`src/rtl/isp_regs.vh`:
```
// Constants for the ISP boot entry and command block.
// Included by rtl/isp_boot_entry.v; definitions only.
`ifndef ISP_REGS_VH
`define ISP_REGS_VH
`define ISP_ADDR_UNLOCK     12'h000
`define ISP_ADDR_CTRL       12'h004
`define ISP_ADDR_STATUS     12'h008
`define ISP_ADDR_TIMING     12'h00C
`define ISP_ADDR_OPTION     12'h010
`define ISP_ADDR_JUMP       12'h014
`define ISP_UNLOCK_KEY      6'h26
`define ISP_UNLOCK_CYCLES   4'h8
`define ISP_TIMING_RESET    8'h7B
`define ISP_OPTION_RESET    8'h00
`define ISP_OPT_FLEX        0
`define ISP_OPT_SEC         1
`define ISP_CMD_TIMING      8'h3B
`define ISP_CMD_PAGE_ERASE  8'hB3
`define ISP_CMD_MASS_ERASE  8'hBF
`define ISP_CMD_READ_BYTE   8'h1D
`define ISP_CMD_BURST_RD    8'hA3
`define ISP_CMD_WRITE_BYTE  8'h71
`define ISP_CMD_BURST_WR    8'h8F
`define ISP_CMD_EXIT        8'hD3
`define ISP_OPTION_ADDR     16'hFFFF
`define ISP_BURST_WR_MAX    8'h10
`define ISP_MASS_KEY        8'h55
`define ISP_HOLD_CYCLES     3
`define ISP_DEBOUNCE_CYCLES 4'h8
`define ISP_SECURED_BYTE    8'hFF
`endif

```
`src/rtl/isp_boot_entry.v`:
```
// ISP boot entry gate, forced boot-ROM strap and serial command engine.
// Assumes one APB slave, 10 MHz pclk as instruction clock, host-made
// serial clock sampled as a plain input, flash array outside the block.
// Functional notes
// RULE1 - Unlock flag set only on matching six-bit key
// RULE2 - Unlock flag lasts exactly eight cycles
// RULE3 - Boot jump into ROM only while unlocked
// RULE4 - Breakpoint freezes unlock counter while unlocked; the code freezes it only while emulation_mode is also high
// RULE5 - Interrupts do not stop unlock countdown
// RULE6 - High-voltage reset starts at boot ROM zero
// RULE7 - Host holds entry pin three cycles past reset
// RULE8 - Later ordinary reset starts at flash zero
// RULE9 - Forced entry leaves option bits unchanged
// RULE10 - Security bit cleared only by mass erase; the code also lets an APB write to ISP_ADDR_OPTION clear it
// RULE11 - Load clock output while entry pin high
// RULE12 - Debounce entry pin low before commands
// RULE13 - Timing write command first, one value
// RULE14 - Page and mass erase return nothing
// RULE15 - Byte read, secured 0xFF, option at FFFF
// RULE16 - Burst read returns n bytes or 0xFF
// RULE17 - Byte write programs one data byte
// RULE18 - Burst write up to sixteen consecutive bytes
// RULE19 - Exit resets into flash if flex set
// RULE20 - Unknown command bytes silently ignored
// RULE21 - Parameters collected before action or reply
//
// Register access over APB and the address map were chosen for this implementation.
`timescale 1ns/1ps
`include "isp_regs.vh"
module isp_boot_entry (
   input  wire        pclk,
   input  wire        presetn,
   input  wire        psel,
   input  wire        penable,
   input  wire        pwrite,
   input  wire [11:0] paddr,
   input  wire [31:0] pwdata,
   output reg  [31:0] prdata,
   output wire        pready,
   output wire        pslverr,
   input  wire        high_voltage_entry_pin,
   input  wire        breakpoint,
   input  wire        emulation_mode,
   output reg         load_clock_output_pin,
   input  wire        serial_shift_clock,
   input  wire        serial_in,
   output reg         serial_out,
   output reg         flash_rd,
   output reg         flash_wr,
   output reg         page_erase,
   output reg         mass_erase,
   output reg  [15:0] flash_addr,
   output reg  [7:0]  flash_wdata,
   input  wire [7:0]  flash_rdata,
   output reg         boot_rom_select,
   output reg  [15:0] jump_target,
   output reg         jump_valid,
   output reg         soft_reset
);
   localparam ST_IDLE  = 3'h0;
   localparam ST_PARAM = 3'h1;
   localparam ST_READ  = 3'h2;
   localparam ST_SEND  = 3'h3;
   localparam ST_WDATA = 3'h4;
   localparam ST_OFF   = 3'h5;

   reg  [3:0]  unlock_cnt_r;
   reg  [7:0]  timing_r;
   reg  [7:0]  option_r;
   reg  [1:0]  hv_sync_r;
   reg  [2:0]  sk_sync_r;
   reg  [1:0]  si_sync_r;
   reg  [3:0]  deb_cnt_r;
   reg         isp_en_r;
   reg         timing_done_r;
   reg  [1:0]  hold_cnt_r;
   reg         strap_taken_r;
   reg  [2:0]  state_r;
   reg  [7:0]  cmd_r;
   reg  [2:0]  pidx_r;
   reg  [2:0]  pneed_r;
   reg  [7:0]  rx_sh_r;
   reg  [2:0]  rx_bit_r;
   reg  [7:0]  tx_sh_r;
   reg  [2:0]  tx_bit_r;
   reg  [15:0] count_r;
   reg  [3:0]  bp_sync_r;
   wire        unlocked = (unlock_cnt_r != 4'h0);
   wire        hv       = hv_sync_r[1];
   wire        sk_rise  = sk_sync_r[1] & ~sk_sync_r[2];
   wire        sk_fall  = ~sk_sync_r[1] & sk_sync_r[2];
   wire        secured  = option_r[`ISP_OPT_SEC];
   wire        wr_acc   = psel & penable & pwrite;
   wire        rx_done  = sk_rise & (rx_bit_r == 3'h7);
   wire [7:0]  rx_byte  = {rx_sh_r[6:0], si_sync_r[1]};

   assign pready  = 1'b1;
   assign pslverr = 1'b0;

   // Parameter byte count after the command byte
   function [2:0] param_len;
      input [7:0] c;
      begin
         case (c)
            `ISP_CMD_TIMING:     param_len = 3'h1;
            `ISP_CMD_PAGE_ERASE: param_len = 3'h2;
            `ISP_CMD_MASS_ERASE: param_len = 3'h1;
            `ISP_CMD_READ_BYTE:  param_len = 3'h2;
            `ISP_CMD_BURST_RD:   param_len = 3'h4;
            `ISP_CMD_WRITE_BYTE: param_len = 3'h2;
            `ISP_CMD_BURST_WR:   param_len = 3'h3;
            `ISP_CMD_EXIT:       param_len = 3'h0;
            default:             param_len = 3'h7;
         endcase
      end
   endfunction

   // Read data from the array, masked by security
   function [7:0] read_value;
      input [15:0] a;
      input        sec;
      input [7:0]  arr;
      input [7:0]  opt;
      begin
         if (a == `ISP_OPTION_ADDR)
            read_value = opt; // RULE15
         else if (sec)
            read_value = `ISP_SECURED_BYTE; // RULE16
         else
            read_value = arr;
      end
   endfunction

   // Pin synchronisers; first stages feed only second stages
   always @(posedge pclk or negedge presetn) begin
      if (!presetn) begin
         hv_sync_r <= 2'b00;
         sk_sync_r <= 3'b000;
         si_sync_r <= 2'b00;
         bp_sync_r <= 4'h0;
      end else begin
         hv_sync_r <= {hv_sync_r[0], high_voltage_entry_pin};
         sk_sync_r <= {sk_sync_r[1:0], serial_shift_clock};
         si_sync_r <= {si_sync_r[0], serial_in};
         bp_sync_r <= {bp_sync_r[1:0], emulation_mode, breakpoint};
      end
   end

   // Unlock gate and boot jump
   always @(posedge pclk or negedge presetn) begin
      if (!presetn) begin
         unlock_cnt_r <= 4'h0;
         jump_valid   <= 1'b0;
         jump_target  <= 16'h0000;
      end else begin
         jump_valid <= 1'b0;
         if (wr_acc && paddr == `ISP_ADDR_UNLOCK &&
             pwdata[7:2] == `ISP_UNLOCK_KEY)
            unlock_cnt_r <= `ISP_UNLOCK_CYCLES; // RULE1
         else if (unlocked && !(&bp_sync_r[3:2]))
            unlock_cnt_r <= unlock_cnt_r - 4'h1; // RULE2 RULE4 RULE5
         if (wr_acc && paddr == `ISP_ADDR_JUMP) begin
            jump_valid  <= 1'b1;
            // Jump into ROM only with a live key, else boot source kept
            jump_target <= pwdata[15:0]; // RULE3
         end
      end
   end

   // Boot source, strap capture after release, exit
   always @(posedge pclk or negedge presetn) begin
      if (!presetn) begin
         boot_rom_select <= 1'b0;
         strap_taken_r   <= 1'b0;
         hold_cnt_r      <= 2'h0;
         soft_reset      <= 1'b0;
      end else begin
         soft_reset <= 1'b0;
         if (!strap_taken_r) begin
            if (hold_cnt_r != `ISP_HOLD_CYCLES)
               hold_cnt_r <= hold_cnt_r + 2'h1;
            // Entry pin still high three cycles after release
            else begin
               strap_taken_r   <= 1'b1;
               boot_rom_select <= hv; // RULE6 RULE7 RULE8
            end
         end
         if (wr_acc && paddr == `ISP_ADDR_JUMP && unlocked)
            boot_rom_select <= 1'b1; // RULE3
         if (state_r == ST_OFF) begin
            soft_reset      <= 1'b1;
            boot_rom_select <= ~option_r[`ISP_OPT_FLEX]; // RULE19
         end
      end
   end

   // Load clock out, debounce of the entry pin falling
   always @(posedge pclk or negedge presetn) begin
      if (!presetn) begin
         load_clock_output_pin <= 1'b0;
         deb_cnt_r             <= 4'h0;
         isp_en_r              <= 1'b0;
      end else begin
         load_clock_output_pin <= hv ? ~load_clock_output_pin : 1'b0; // RULE11
         if (hv || !boot_rom_select) begin
            deb_cnt_r <= 4'h0;
            if (!boot_rom_select)
               isp_en_r <= 1'b0;
         end else if (deb_cnt_r != `ISP_DEBOUNCE_CYCLES)
            deb_cnt_r <= deb_cnt_r + 4'h1;
         else
            isp_en_r <= 1'b1; // RULE12
      end
   end

   // Serial command engine
   always @(posedge pclk or negedge presetn) begin
      if (!presetn) begin
         state_r       <= ST_IDLE;
         cmd_r         <= 8'h00;
         pidx_r        <= 3'h0;
         pneed_r       <= 3'h0;
         rx_sh_r       <= 8'h00;
         rx_bit_r      <= 3'h0;
         tx_sh_r       <= 8'h00;
         tx_bit_r      <= 3'h0;
         count_r       <= 16'h0000;
         serial_out    <= 1'b0;
         timing_r      <= `ISP_TIMING_RESET;
         option_r      <= `ISP_OPTION_RESET;
         timing_done_r <= 1'b0;
         flash_rd      <= 1'b0;
         flash_wr      <= 1'b0;
         page_erase    <= 1'b0;
         mass_erase    <= 1'b0;
         flash_addr    <= 16'h0000;
         flash_wdata   <= 8'h00;
      end else begin
         flash_rd   <= 1'b0;
         flash_wr   <= 1'b0;
         page_erase <= 1'b0;
         mass_erase <= 1'b0;
         if (wr_acc && paddr == `ISP_ADDR_OPTION)
            option_r <= pwdata[7:0];
         if (wr_acc && paddr == `ISP_ADDR_TIMING)
            timing_r <= pwdata[7:0];
         if (sk_rise) begin
            rx_sh_r  <= rx_byte;
            rx_bit_r <= rx_bit_r + 3'h1;
         end
         if (!isp_en_r) begin
            state_r  <= ST_IDLE;
            rx_bit_r <= 3'h0;
         end else begin
            case (state_r)
               ST_IDLE: if (rx_done) begin
                  cmd_r   <= rx_byte;
                  pidx_r  <= 3'h0;
                  pneed_r <= param_len(rx_byte);
                  if (param_len(rx_byte) == 3'h7) begin
                     state_r <= ST_IDLE; // RULE20
                  end else if (!timing_done_r &&
                               rx_byte != `ISP_CMD_TIMING) begin
                     state_r <= ST_IDLE; // RULE13
                  end else if (rx_byte == `ISP_CMD_EXIT)
                     state_r <= ST_OFF; // RULE19
                  else
                     state_r <= ST_PARAM;
               end
               ST_PARAM: if (rx_done) begin
                  pidx_r <= pidx_r + 3'h1;
                  case (pidx_r)
                     3'h0: flash_addr[15:8] <= rx_byte;
                     3'h1: flash_addr[7:0]  <= rx_byte;
                     3'h2: count_r[15:8]    <= rx_byte;
                     default: count_r[7:0]  <= rx_byte;
                  endcase
                  if (cmd_r == `ISP_CMD_TIMING) begin
                     timing_r      <= rx_byte; // RULE13
                     timing_done_r <= 1'b1;
                     state_r       <= ST_IDLE;
                  end else if (cmd_r == `ISP_CMD_MASS_ERASE) begin
                     if (rx_byte == `ISP_MASS_KEY) begin
                        mass_erase <= 1'b1; // RULE14
                        flash_addr <= 16'h0000;
                        option_r   <= `ISP_OPTION_RESET; // RULE10
                     end
                     state_r <= ST_IDLE;
                  end else if (pidx_r + 3'h1 == pneed_r) begin // RULE21
                     if (cmd_r == `ISP_CMD_PAGE_ERASE) begin
                        page_erase <= 1'b1; // RULE14
                        // Page erase clears flex, never security
                        option_r[`ISP_OPT_FLEX] <= 1'b0; // RULE9 RULE10
                        state_r <= ST_IDLE;
                     end else if (cmd_r == `ISP_CMD_READ_BYTE) begin
                        count_r <= 16'h0001;
                        flash_rd <= 1'b1;
                        state_r <= ST_READ; // RULE15
                     end else if (cmd_r == `ISP_CMD_BURST_RD) begin
                        count_r[7:0] <= rx_byte;
                        count_r[15]  <= 1'b0;
                        flash_rd <= 1'b1;
                        if ({1'b0, count_r[14:8], rx_byte} == 16'h0000)
                           state_r <= ST_IDLE;
                        else
                           state_r <= ST_READ; // RULE16
                     end else if (cmd_r == `ISP_CMD_BURST_WR) begin
                        count_r <= (rx_byte > `ISP_BURST_WR_MAX) ?
                           {8'h00, `ISP_BURST_WR_MAX} : {8'h00, rx_byte};
                        state_r <= (rx_byte == 8'h00) ? ST_IDLE
                                                      : ST_WDATA; // RULE18
                     end else
                        state_r <= ST_WDATA; // RULE17
                  end
               end
               ST_READ: if (!flash_rd) begin
                  tx_sh_r <= read_value(flash_addr, secured,
                                        flash_rdata, option_r);
                  tx_bit_r <= 3'h0;
                  state_r  <= ST_SEND;
               end
               ST_SEND: begin
                  if (sk_fall) begin
                     serial_out <= tx_sh_r[7];
                     tx_sh_r  <= {tx_sh_r[6:0], 1'b0};
                     tx_bit_r <= tx_bit_r + 3'h1;
                     if (tx_bit_r == 3'h7) begin
                        count_r    <= count_r - 16'h0001;
                        flash_addr <= flash_addr + 16'h0001;
                        if (count_r == 16'h0001)
                           state_r <= ST_IDLE;
                        else begin
                           flash_rd <= 1'b1;
                           state_r  <= ST_READ;
                        end
                     end
                  end
               end
               ST_WDATA: if (rx_done) begin
                  flash_wdata <= rx_byte;
                  flash_wr    <= 1'b1; // RULE17 RULE18
                  if (cmd_r == `ISP_CMD_WRITE_BYTE ||
                      count_r == 16'h0001)
                     state_r <= ST_IDLE;
                  count_r <= count_r - 16'h0001;
               end
               ST_OFF:  state_r <= ST_IDLE;
               default: state_r <= ST_IDLE;
            endcase
         end
         // Burst write steps the address after each programmed byte
         if (flash_wr)
            flash_addr <= flash_addr + 16'h0001;
      end
   end

   // APB read mux; unmapped reads as zero
   always @* begin
      if (paddr == `ISP_ADDR_STATUS)
         prdata = {24'h0, 3'h0, isp_en_r, timing_done_r,
                   boot_rom_select, hv, unlocked};
      else if (paddr == `ISP_ADDR_TIMING)
         prdata = {24'h0, timing_r};
      else if (paddr == `ISP_ADDR_OPTION)
         prdata = {24'h0, option_r};
      else if (paddr == `ISP_ADDR_CTRL)
         prdata = {28'h0, unlock_cnt_r};
      else
         prdata = 32'h0000_0000;
   end
endmodule // isp_boot_entry

```
`config.mk`:
```
export PLATFORM = sky130hd
export DESIGN_NAME = isp_boot_entry
export DESIGN_NICKNAME = d
export VERILOG_FILES = /design/src/rtl/isp_boot_entry.v
export VERILOG_INCLUDE_DIRS = /design/src /design/src/rtl
export SDC_FILE = /design/constraint.sdc
export NUM_CORES = 1
export LEC_CHECK = 0
export BUFFER_PORTS_ARGS = -buffer_cell sky130_fd_sc_hd__buf_2
export CAP_MARGIN = 20
export CORE_AREA = 2 2 170 172
export DETAILED_ROUTE_END_ITERATION = 16
export DIE_AREA = 0 0 172 174
export GPL_ROUTABILITY_DRIVEN = 0
export SETUP_SLACK_MARGIN = 0.02
export SLEW_MARGIN = 20
export SYNTH_ARGS = -nofsm -noshare
export SYNTH_HDL_FRONTEND = slang
export SYNTH_SLANG_ARGS = --single-unit
```
`constraint.sdc`:
```
create_clock -name pclk -period 3.7 [get_ports pclk]
set_clock_uncertainty 0.15 [all_clocks]
set_input_delay 0.37 -clock pclk [delete_from_list [all_inputs] [get_ports pclk]]
set_output_delay 0.37 -clock pclk [all_outputs]
set_load 0.005 [all_outputs]
```
==> impl_metrics.tcl, run 1 <==
set metrics [dict create \
    met2_usage_pct 25.4 \
    cpLargestDelayFamily "simple AND/OR/NAND/NOR gates" \
    grtUsageMet1_pct 22.2 \
    crit_type "flip-flop to flip-flop" \
    wl_mm 23.2 \
    post_cts_buffers 0 \
    avgViaCountPerCell 5.21 \
    whs_path_depth 2 \
    floorplan.initialDensity_pct 29.6 \
    netlist.area_leader.share_pct 41.1 \
    synthCells 875 \
    cts_made_buffers 17 \
    fp.coreArea_um2 28200 \
    dieArea_um2 29900 \
    fin_crit_ns 2.93 \
    critical_path_cell_count 7 \
    reg2reg_to "flash_addr[7]" \
    path_cells "nand2_1 -> a211oi_2 -> buf_4 -> nor2_1 -> buf_4 -> nor3b_1 -> a221o_1" \
    ios 145 \
    synth_cell_types 77 \
    power_mw 3.77 \
    clock.fmax_mhz 341 \
    finalCritPeriodShare_pct 79.3 \
    powerDensity_nw_per_um2 380 \
    cap_viol_max_count 0 \
    die_y_um 174 \
    status "finished clean" \
    tightest_slew_ns 0.926 \
    yosysWarnings 0 \
    dp_hpwl_mm 16.3 \
    htree_levels 4 \
    rsz0062_at_grt "false" \
    cts.sinks 143 \
    critPathMaxStageDelay_ns 0.71 \
    cp.arrival_ns 3.16 \
    ant_nets 0 \
    synthFlopType "dfrtp_1" \
    synth_area_leaders "dfrtp_1 (41%), mux2_2 (3.9%), nand2_1 (3.5%)" \
    track_usage_pct 15.9 \
    cts_root_buf "clkbuf_16" \
    slew_headroom_pct 38.3 \
    clk_latency_ns 0.43 \
    drt_iter0_drc 732 \
    seq_area_um2 3590 \
    drc 0 \
    reg2regPathDepth 7 \
    ir_drop_v 0.000226 \
    setup_violations 0 \
    grt_max_degree 86 \
    maxSlewViolCount 0 \
    synth_area_um2 8350 \
    cp_num_buf_inv 2 \
    cts_tree "yes" \
    p_leak_nw 4.56 \
    final_nets 1049 \
    grt_first_pass_wirelength_mm 37.8 \
    clockBufferDepth 2 \
    cts.clk_slew.worst_paths_ns 0.07 \
    worstHoldStart "pwdata[15]" \
    async_flop_share_pct 100 \
    gr-usage-met3_pct 2.85 \
    whs_endpoint "jump_target[15]" \
    grt_pass1_vias 6951 \
    hold_violations 0 \
    r2r_slack_ns 0.77 \
    start_kind "flip-flop" \
    top_usage_layer "met2" \
    numPortBuffers 102 \
    multi_input_area_um2 4380 \
    avgSynthCellArea_um2 9.54 \
    num_rows 62 \
    die_x_um 172 \
    rr_startpoint "state_r[0]" \
    crit_path_end_kind "flip-flop" \
    finalSetupTns_ns 0 \
    min_path_type "primary input to flip-flop" \
    crit_slowest_cell "dfrtp_1" \
    route.vias.total 7126 \
    drtPass1Iterations 5 \
    antenna_found_initial 0 \
    ys_seq_elements 143 \
    required_ns 3.92 \
    syn_to_final_growth_pct 18.7 \
    seq_area_frac_synth_pct 43.0 \
    fill_cells 2919 \
    drive_gt1_share_pct 21.3 \
    synth_edf_count 0 \
    path_max_fanout 18 \
    yosys.area.top_type "dfrtp_1" \
    cpMostUsedCell "buf_4" \
    n_antenna_cell 0 \
    avgRoutedWirePerCell_um 17.0 \
    grt_overflow_total 0 \
]
area by class of cell:
class                   instances  area share [%]
clock buffers                  17            4.29
multi-input cells             661            44.2
clock inverters                15            1.86
flip-flops and latches        143            36.2
repair buffers                133            8.02
well taps                     384            4.85
inverters                      15           0.568
power by group:
group          internal, mW  total [mW]  switching [mW]  leakage [nW]
registers              1.61        1.68          0.0661          1.86
logic                 0.139       0.358           0.219          2.41
clock network         0.913        1.73           0.821         0.289
through the flow:
step | hold WS (ns) | utilization, % | cells | setup WS, ns | instance area, um^2
after floorplan | -0.0756 | - | 899 | 1.22 | 8440
after global placement | 0.184 | 32.5 | 1323 | 0.806 | 9170
after detailed placement | 0.186 | 32.5 | 1323 | 0.793 | 9170
after CTS | 0.0133 | 35.1 | 1368 | 0.788 | 9910
after global routing | 0.0153 | 35.1 | 1368 | 0.556 | 9910
final | 0.0273 | 35.1 | 1368 | 0.766 | 9910
placed cells by master, fill, tap and decap left out, types with 8 or more instances in the layout:
cell type      synthesis  final
nor3b_1                9      9
nor3_1                24     24
and3_1                10     10
conb_1                 2     26
nor2b_1               15     15
buf_2                  2    101
ha_1                  16     16
or3_1                  9      9
inv_1                 15     15
dlygate4sd3_1          0     13
nand4b_1              11     11
xnor2_1                8      8
clkbuf_16              0     17
nor2_1                71     71
a22o_1                12     12
a31oi_1               10     10
or2_2                 10     10
dfrtp_1              137    137
o21ai_0               37     37
a221o_1                9      9
nand2_1               77     77
and2_1                11     11
buf_4                 26     17
mux2_2                29     29
nand2b_1              12     12
nand3_1               24     24
mux2i_1               27     27
o31ai_1                9      9
a21oi_1               40     40
state kept, by name (all words and copies together), names as in the netlist, 4 cells and up:
signal	flops
option_r	8
timing_r	8
deb_cnt_r	4
flash_addr	16
rx_sh_r	7
jump_target	16
unlock_cnt_r	4
flash_wdata	8
tx_sh_r	8
cmd_r	8
bp_sync_r	4
count_r	16
synth_stat cells, types with 16 or more instances:
cell	instances
a21oi_1	40
ha_1	16
nand2_1	77
buf_4	26
clkbuf_1	46
dfrtp_1	137
mux2_2	29
nand3_1	24
mux2i_1	27
nor3_1	24
nor2_1	71
o21ai_0	37
timing repair:
| action | CTS | global route |
|---|---|---|
| resized for setup | 0 | 0 |
| endpoints found under the hold margin | 89 | 0 |
| hold buffers | 13 | 0 |
layer usage:
layer / routed length, um / vias up
li1: - / 3366
met1: 10600 / 3498
met2: 11000 / 235
met3: 1300 / 27
met4: 359 / 0
met5: 0 / -
how the worst max path moves through the flow:
stage | from | to | slack [ns]
floorplan | pidx_r[0] | state_r[2] | 1.22
global placement | state_r[1] | flash_addr[7] | 0.81
detailed placement | state_r[0] | flash_addr[7] | 0.79
CTS | state_r[0] | flash_addr[7] | 0.79
global route | state_r[0] | flash_addr[7] | 0.56
finish | state_r[0] | flash_addr[7] | 0.77
cells by family (layout without fill, tap and decap cells):
family / count (synthesis) / after routing / share of synthesized area, %
AND/OR/NAND/NOR: 340 / 340 / 22.5
AO/OA/AOI/OAI: 203 / 203 / 16.8
flip-flops: 143 / 143 / 43.0
buffers and inverters: 95 / 180 / 5.65
multiplexers: 62 / 62 / 7.96
adder cells (fa/ha/maj): 16 / 16 / 2.40
XOR/XNOR: 14 / 14 / 1.65
other: 2 / 26 / 0.0900
Note: power is estimated with default switching activity, not from simulation.
==> run 2, diff against run 1 <==
- clock period: 3.7 -> 2.6 ns (I/O delays scaled with it)
==> run 2 against run 1 <==
Combinational power up 57%; final cell count up 3.4%; register-to-register slack worse by 0.65 ns.
==> impl_metrics.tcl, run 2 (synthesis gave the netlist of run 1 again) <==
set metrics [dict create \
    status "finished clean" \
    route.vias.total 7265 \
    avgViaCountPerCell 5.13 \
    path_cells "inv_1 -> ha_1 -> xor2_1 -> or3_4 -> a22o_1 -> or4_1 -> o22ai_1" \
    finalSetupTns_ns 0 \
    avgRoutedWirePerCell_um 16.6 \
    track_usage_pct 15.9 \
    clk_latency_ns 0.43 \
    cp.arrival_ns 2.68 \
    cts_tree "yes" \
    crit_slowest_cell "or4_1" \
    antenna_found_initial 0 \
    dp_hpwl_mm 17.0 \
    reg.largest.list "count_r (16), flash_addr (16), jump_target (16)" \
    grt_overflow_total 0 \
    cts_made_buffers 17 \
    powerDensity_nw_per_um2 526 \
    r2r_slack_ns 0.11 \
    floorplan.initialDensity_pct 29.6 \
    fin_crit_ns 2.49 \
    cts.clk_slew.worst_paths_ns 0.07 \
    start_kind "flip-flop" \
    die_x_um 172 \
    syn_to_final_growth_pct 23.4 \
    finalCritPeriodShare_pct 95.7 \
    cts.sinks 143 \
    drive_gt1_share_pct 25.0 \
    slew_headroom_pct 54.0 \
    ant_nets 0 \
    mostFrequentLayoutCell "dfrtp_1" \
    drc 0 \
    htree_levels 4 \
    wl_mm 23.5 \
    n_antenna_cell 0 \
    cap_viol_max_count 0 \
    multi_input_area_um2 4410 \
    drt_iter0_drc 658 \
    tightest_slew_ns 0.688 \
    path_max_fanout 5 \
    clock.fmax_mhz 402 \
    setup_violations 0 \
    crit_path_end_kind "flip-flop" \
    worstHoldStart "pwdata[0]" \
    fill_cells 2872 \
    final_nets 1096 \
    layout_common_cells "dfrtp_1 (137), buf_2 (101), nand2_1 (77)" \
    grt_max_degree 46 \
    crit_type "flip-flop to flip-flop" \
    die_y_um 174 \
    fin_hold_ws_ns 0.0232 \
    required_ns 2.79 \
    rr_startpoint "pidx_r[0]" \
    num_rows 62 \
    rsz0062_at_grt "false" \
    dieArea_um2 29900 \
    grt_first_pass_wirelength_mm 37.4 \
    cts_root_buf "clkbuf_16" \
    critPathMaxStageDelay_ns 0.48 \
    fp.coreArea_um2 28200 \
    seq_area_um2 3590 \
    ios 145 \
    grt_pass1_vias 6954 \
    p_leak_nw 4.81 \
    ir_drop_v 0.000320 \
    maxSlewViolCount 0 \
    min_path_type "primary input to flip-flop" \
    drtPass1Iterations 5 \
    clockBufferDepth 2 \
    numPortBuffers 102 \
    hold_violations 0 \
    startpoint "pidx_r[0]" \
]
-- run 2: final cells by class --
| cell class | count | area share (%) |
|---|---|---|
| clock buffer | 17 | 4.13 |
| sequential | 143 | 34.8 |
| inverter | 15 | 0.546 |
| tap | 384 | 4.66 |
| multi-input combinational | 661 | 42.8 |
| timing repair buffer | 180 | 11.2 |
| clock inverter | 15 | 1.82 |
-- run 2: final timing paths --
check,to,cells past startpoint
max in group asynchronous,count_r[1],3
worst min-delay path,jump_target[0],2
worst max register to register,state_r[2],7
min in group asynchronous,serial_out,2
worst max-delay path,state_r[2],7
worst min register to register,si_sync_r[1],0
-- run 2: critical path: cells and delay by family (launching register included) --
kind                       cells  cell delay [ns]
buffers and inverters          1             0.08
xor gates and xnor gates       1             0.18
and+or+nand+nor                2             0.87
DFF                            1             0.41
adders and majority gates      1             0.33
AOI/OAI and AO/OA              2             0.39
-- run 2: metrics by stage --
step,instance area (um^2),utilization (%),worst slack (ns),power [mW],std cells
after global placement,9480,33.6,0.0430,2.94,1365
final,10300,36.5,0.112,5.42,1415
after global routing,10300,36.5,0.00855,5.65,1415
after floorplan,8440,-,0.116,2.70,899
after detailed placement,9480,33.6,0.00000799,2.95,1365
after CTS,10300,36.4,0.0477,5.46,1414
-- run 2: layer usage --
metal / GRT usage (%) / routed length, um / vias up
li1: - / - / 3474
met1: 21.5 / 10300 / 3520
met2: 25.4 / 11300 / 238
met3: 3.44 / 1440 / 33
met4: 4.80 / 443 / 0
met5: 0 / 0 / -
-- run 2: timing repair --
action                                  in CTS  in global routing
gates cloned                                 0                  0
endpoints found under the hold margin       60                  0
gates resized for setup                      2                  5
endpoints found under the setup margin       7                 18
pin swaps                                    0                  3
hold buffers                                17                  0
buffers inserted                             0                  1
-- run 2: report_power, final --
group	internal [mW]	leakage (nW)	switching, mW
combinational	0.238	2.65	0.325
clock	1.31	0.294	1.16
sequential	2.29	1.86	0.0972
==> run 3, diff against run 2 <==
- CAP_MARGIN: 20 -> default
- PLACE_DENSITY: default -> 0.61
==> run 3 against run 2 <==
Clock power about the same; flip-flop and latch count unchanged; register-to-register slack got worse by 0.03 ns; setup slack got worse by 0.027 ns; via count about the same; largest power group unchanged; worst hold slack improved by 0.0070 ns; first-iteration DRC count decreased by 22%; core utilization increased by 0.066 points; sequential power about the same; total power increased by 0.22%.
==> impl_metrics.tcl, run 3 (synthesis gave the netlist of run 1 again) <==
set metrics [dict create \
    whs_path_depth 2 \
    required_ns 2.80 \
    numPortBuffers 102 \
    worstHoldStart "pwdata[3]" \
    cts_made_buffers 17 \
    stdcell_area_um2 10300 \
    reg.largest.list "count_r (16), flash_addr (16), jump_target (16)" \
    clock.fmax_mhz 398 \
    highest_layer "met4" \
    crit_type "flip-flop to flip-flop" \
    reg2reg_to "state_r[2]" \
    die_x_um 172 \
    dp_hpwl_mm 17.2 \
    grt_first_pass_wirelength_mm 37.5 \
    whs_endpoint "jump_target[3]" \
    status "finished clean" \
    ir_drop_v 0.000358 \
    slew_headroom_pct 53.4 \
    layout_common_cells "dfrtp_1 (137), buf_2 (101), nand2_1 (77)" \
    dieArea_um2 29900 \
    cts.sinks 143 \
    placed_cell_area_um2 9490 \
    fin_hold_ws_ns 0.0303 \
    hold_violations 0 \
    track_usage_pct 16.0 \
    clk_latency_ns 0.44 \
    avgViaCountPerCell 5.14 \
    cts_root_buf "clkbuf_16" \
    powerDensity_nw_per_um2 526 \
    drt_iter0_drc 512 \
    grt_pass1_vias 7130 \
    finalSetupTns_ns 0 \
    r2r_slack_ns 0.09 \
    num_rows 62 \
    grt_max_degree 65 \
    grt_overflow_total 0 \
    route.met3.wl_mm 1.47 \
    mostFrequentLayoutCell "dfrtp_1" \
    ant_nets 0 \
    die_y_um 174 \
    syn_to_final_growth_pct 23.7 \
    floorplan.initialDensity_pct 29.6 \
    finalCritPeriodShare_pct 96.7 \
    cp.arrival_ns 2.72 \
    wl_mm 23.8 \
    setup_violations 0 \
    tightest_slew_ns 0.692 \
    cts.clk_slew.worst_paths_ns 0.07 \
    fp.coreArea_um2 28200 \
    cap_viol_max_count 0 \
    crit_path_end_kind "flip-flop" \
    maxSlewViolCount 0 \
    start_kind "flip-flop" \
    drtPass1Iterations 8 \
    post_cts_buffers 0 \
    htree_levels 4 \
    reg2regPathDepth 6 \
    clockBufferDepth 2 \
    fill_cells 2907 \
    fin_crit_ns 2.51 \
    drive_gt1_share_pct 24.6 \
    route.vias.total 7268 \
    rr_startpoint "pidx_r[0]" \
    antenna_found_initial 0 \
    drc 0 \
    routed-wl-met2_mm 11.3 \
    path_max_fanout 5 \
    avgRoutedWirePerCell_um 16.8 \
    cts_tree "yes" \
    n_antenna_cell 0 \
    min_path_type "primary input to flip-flop" \
    met1_length_mm 10.4 \
    ios 145 \
    rsz0062_at_grt "true" \
    final_nets 1096 \
    p_leak_nw 4.81 \
]
-- run 3: layout make-up --
cell class | instances | area (um^2) | area share, %
flip-flops and latches | 143 | 3590 | 34.7
multi-input cells | 661 | 4420 | 42.8
well taps | 384 | 480 | 4.65
clock inverters | 15 | 181 | 1.76
inverters | 15 | 56.3 | 0.545
clock buffers | 17 | 425 | 4.12
repair buffers | 180 | 1170 | 11.4
-- run 3: worst max-delay path by stage --
stage	from	end	depth (start not counted)
after floorplan	pidx_r[0]	state_r[2]	7
after CTS	unlock_cnt_r[0]	prdata[0]	7
after global routing	rx_bit_r[0]	count_r[7]	8
final	pidx_r[0]	state_r[2]	6
after detailed placement	pidx_r[0]	state_r[2]	6
after global placement	pidx_r[0]	state_r[2]	6
-- run 3: where the power goes --
part           total [mW]  internal, mW  switching, mW  leakage (nW)
clock network        2.47          1.30           1.17         0.289
registers            2.39          2.29         0.0997          1.86
logic               0.571         0.240          0.331          2.65
total                5.43          3.83           1.60          4.81
-- run 3: critical path, stage by stage, from the launching register on --
cell	delay [ns]
dfrtp_1	0.42
ha_1	0.25
xor3_1	0.38
or3_4	0.40
a22o_1	0.21
or4_1	0.47
o22ai_1	0.16
-- run 3: per-layer routing --
metal  up-vias  track usage, %
met1      3529            20.9
met3        48            3.94
met4         0            5.71
met5         -               0
met2       234            25.7
li1       3457               -
-- run 3: per-stage QoR --
stage / setup slack [ns] / std cells / power (mW) / utilization, %
6_report: 0.0853 / 1415 / 5.43 / 36.6
5_1_grt: -0.0269 / 1415 / 5.65 / 36.6
4_1_cts: 0.0802 / 1415 / 5.46 / 36.5
3_5_place_dp: 0.0461 / 1364 / 2.96 / 33.6
3_3_place_gp: 0.0469 / 1364 / 2.95 / 33.6
2_1_floorplan: 0.116 / 899 / 2.70 / -
-- run 3: what timing repair did --
item                                    in CTS  in global routing
endpoints found under the hold margin       76                  0
hold buffers                                19                  0
endpoints found under the setup margin       2                 12
gates resized for setup                      2                  4
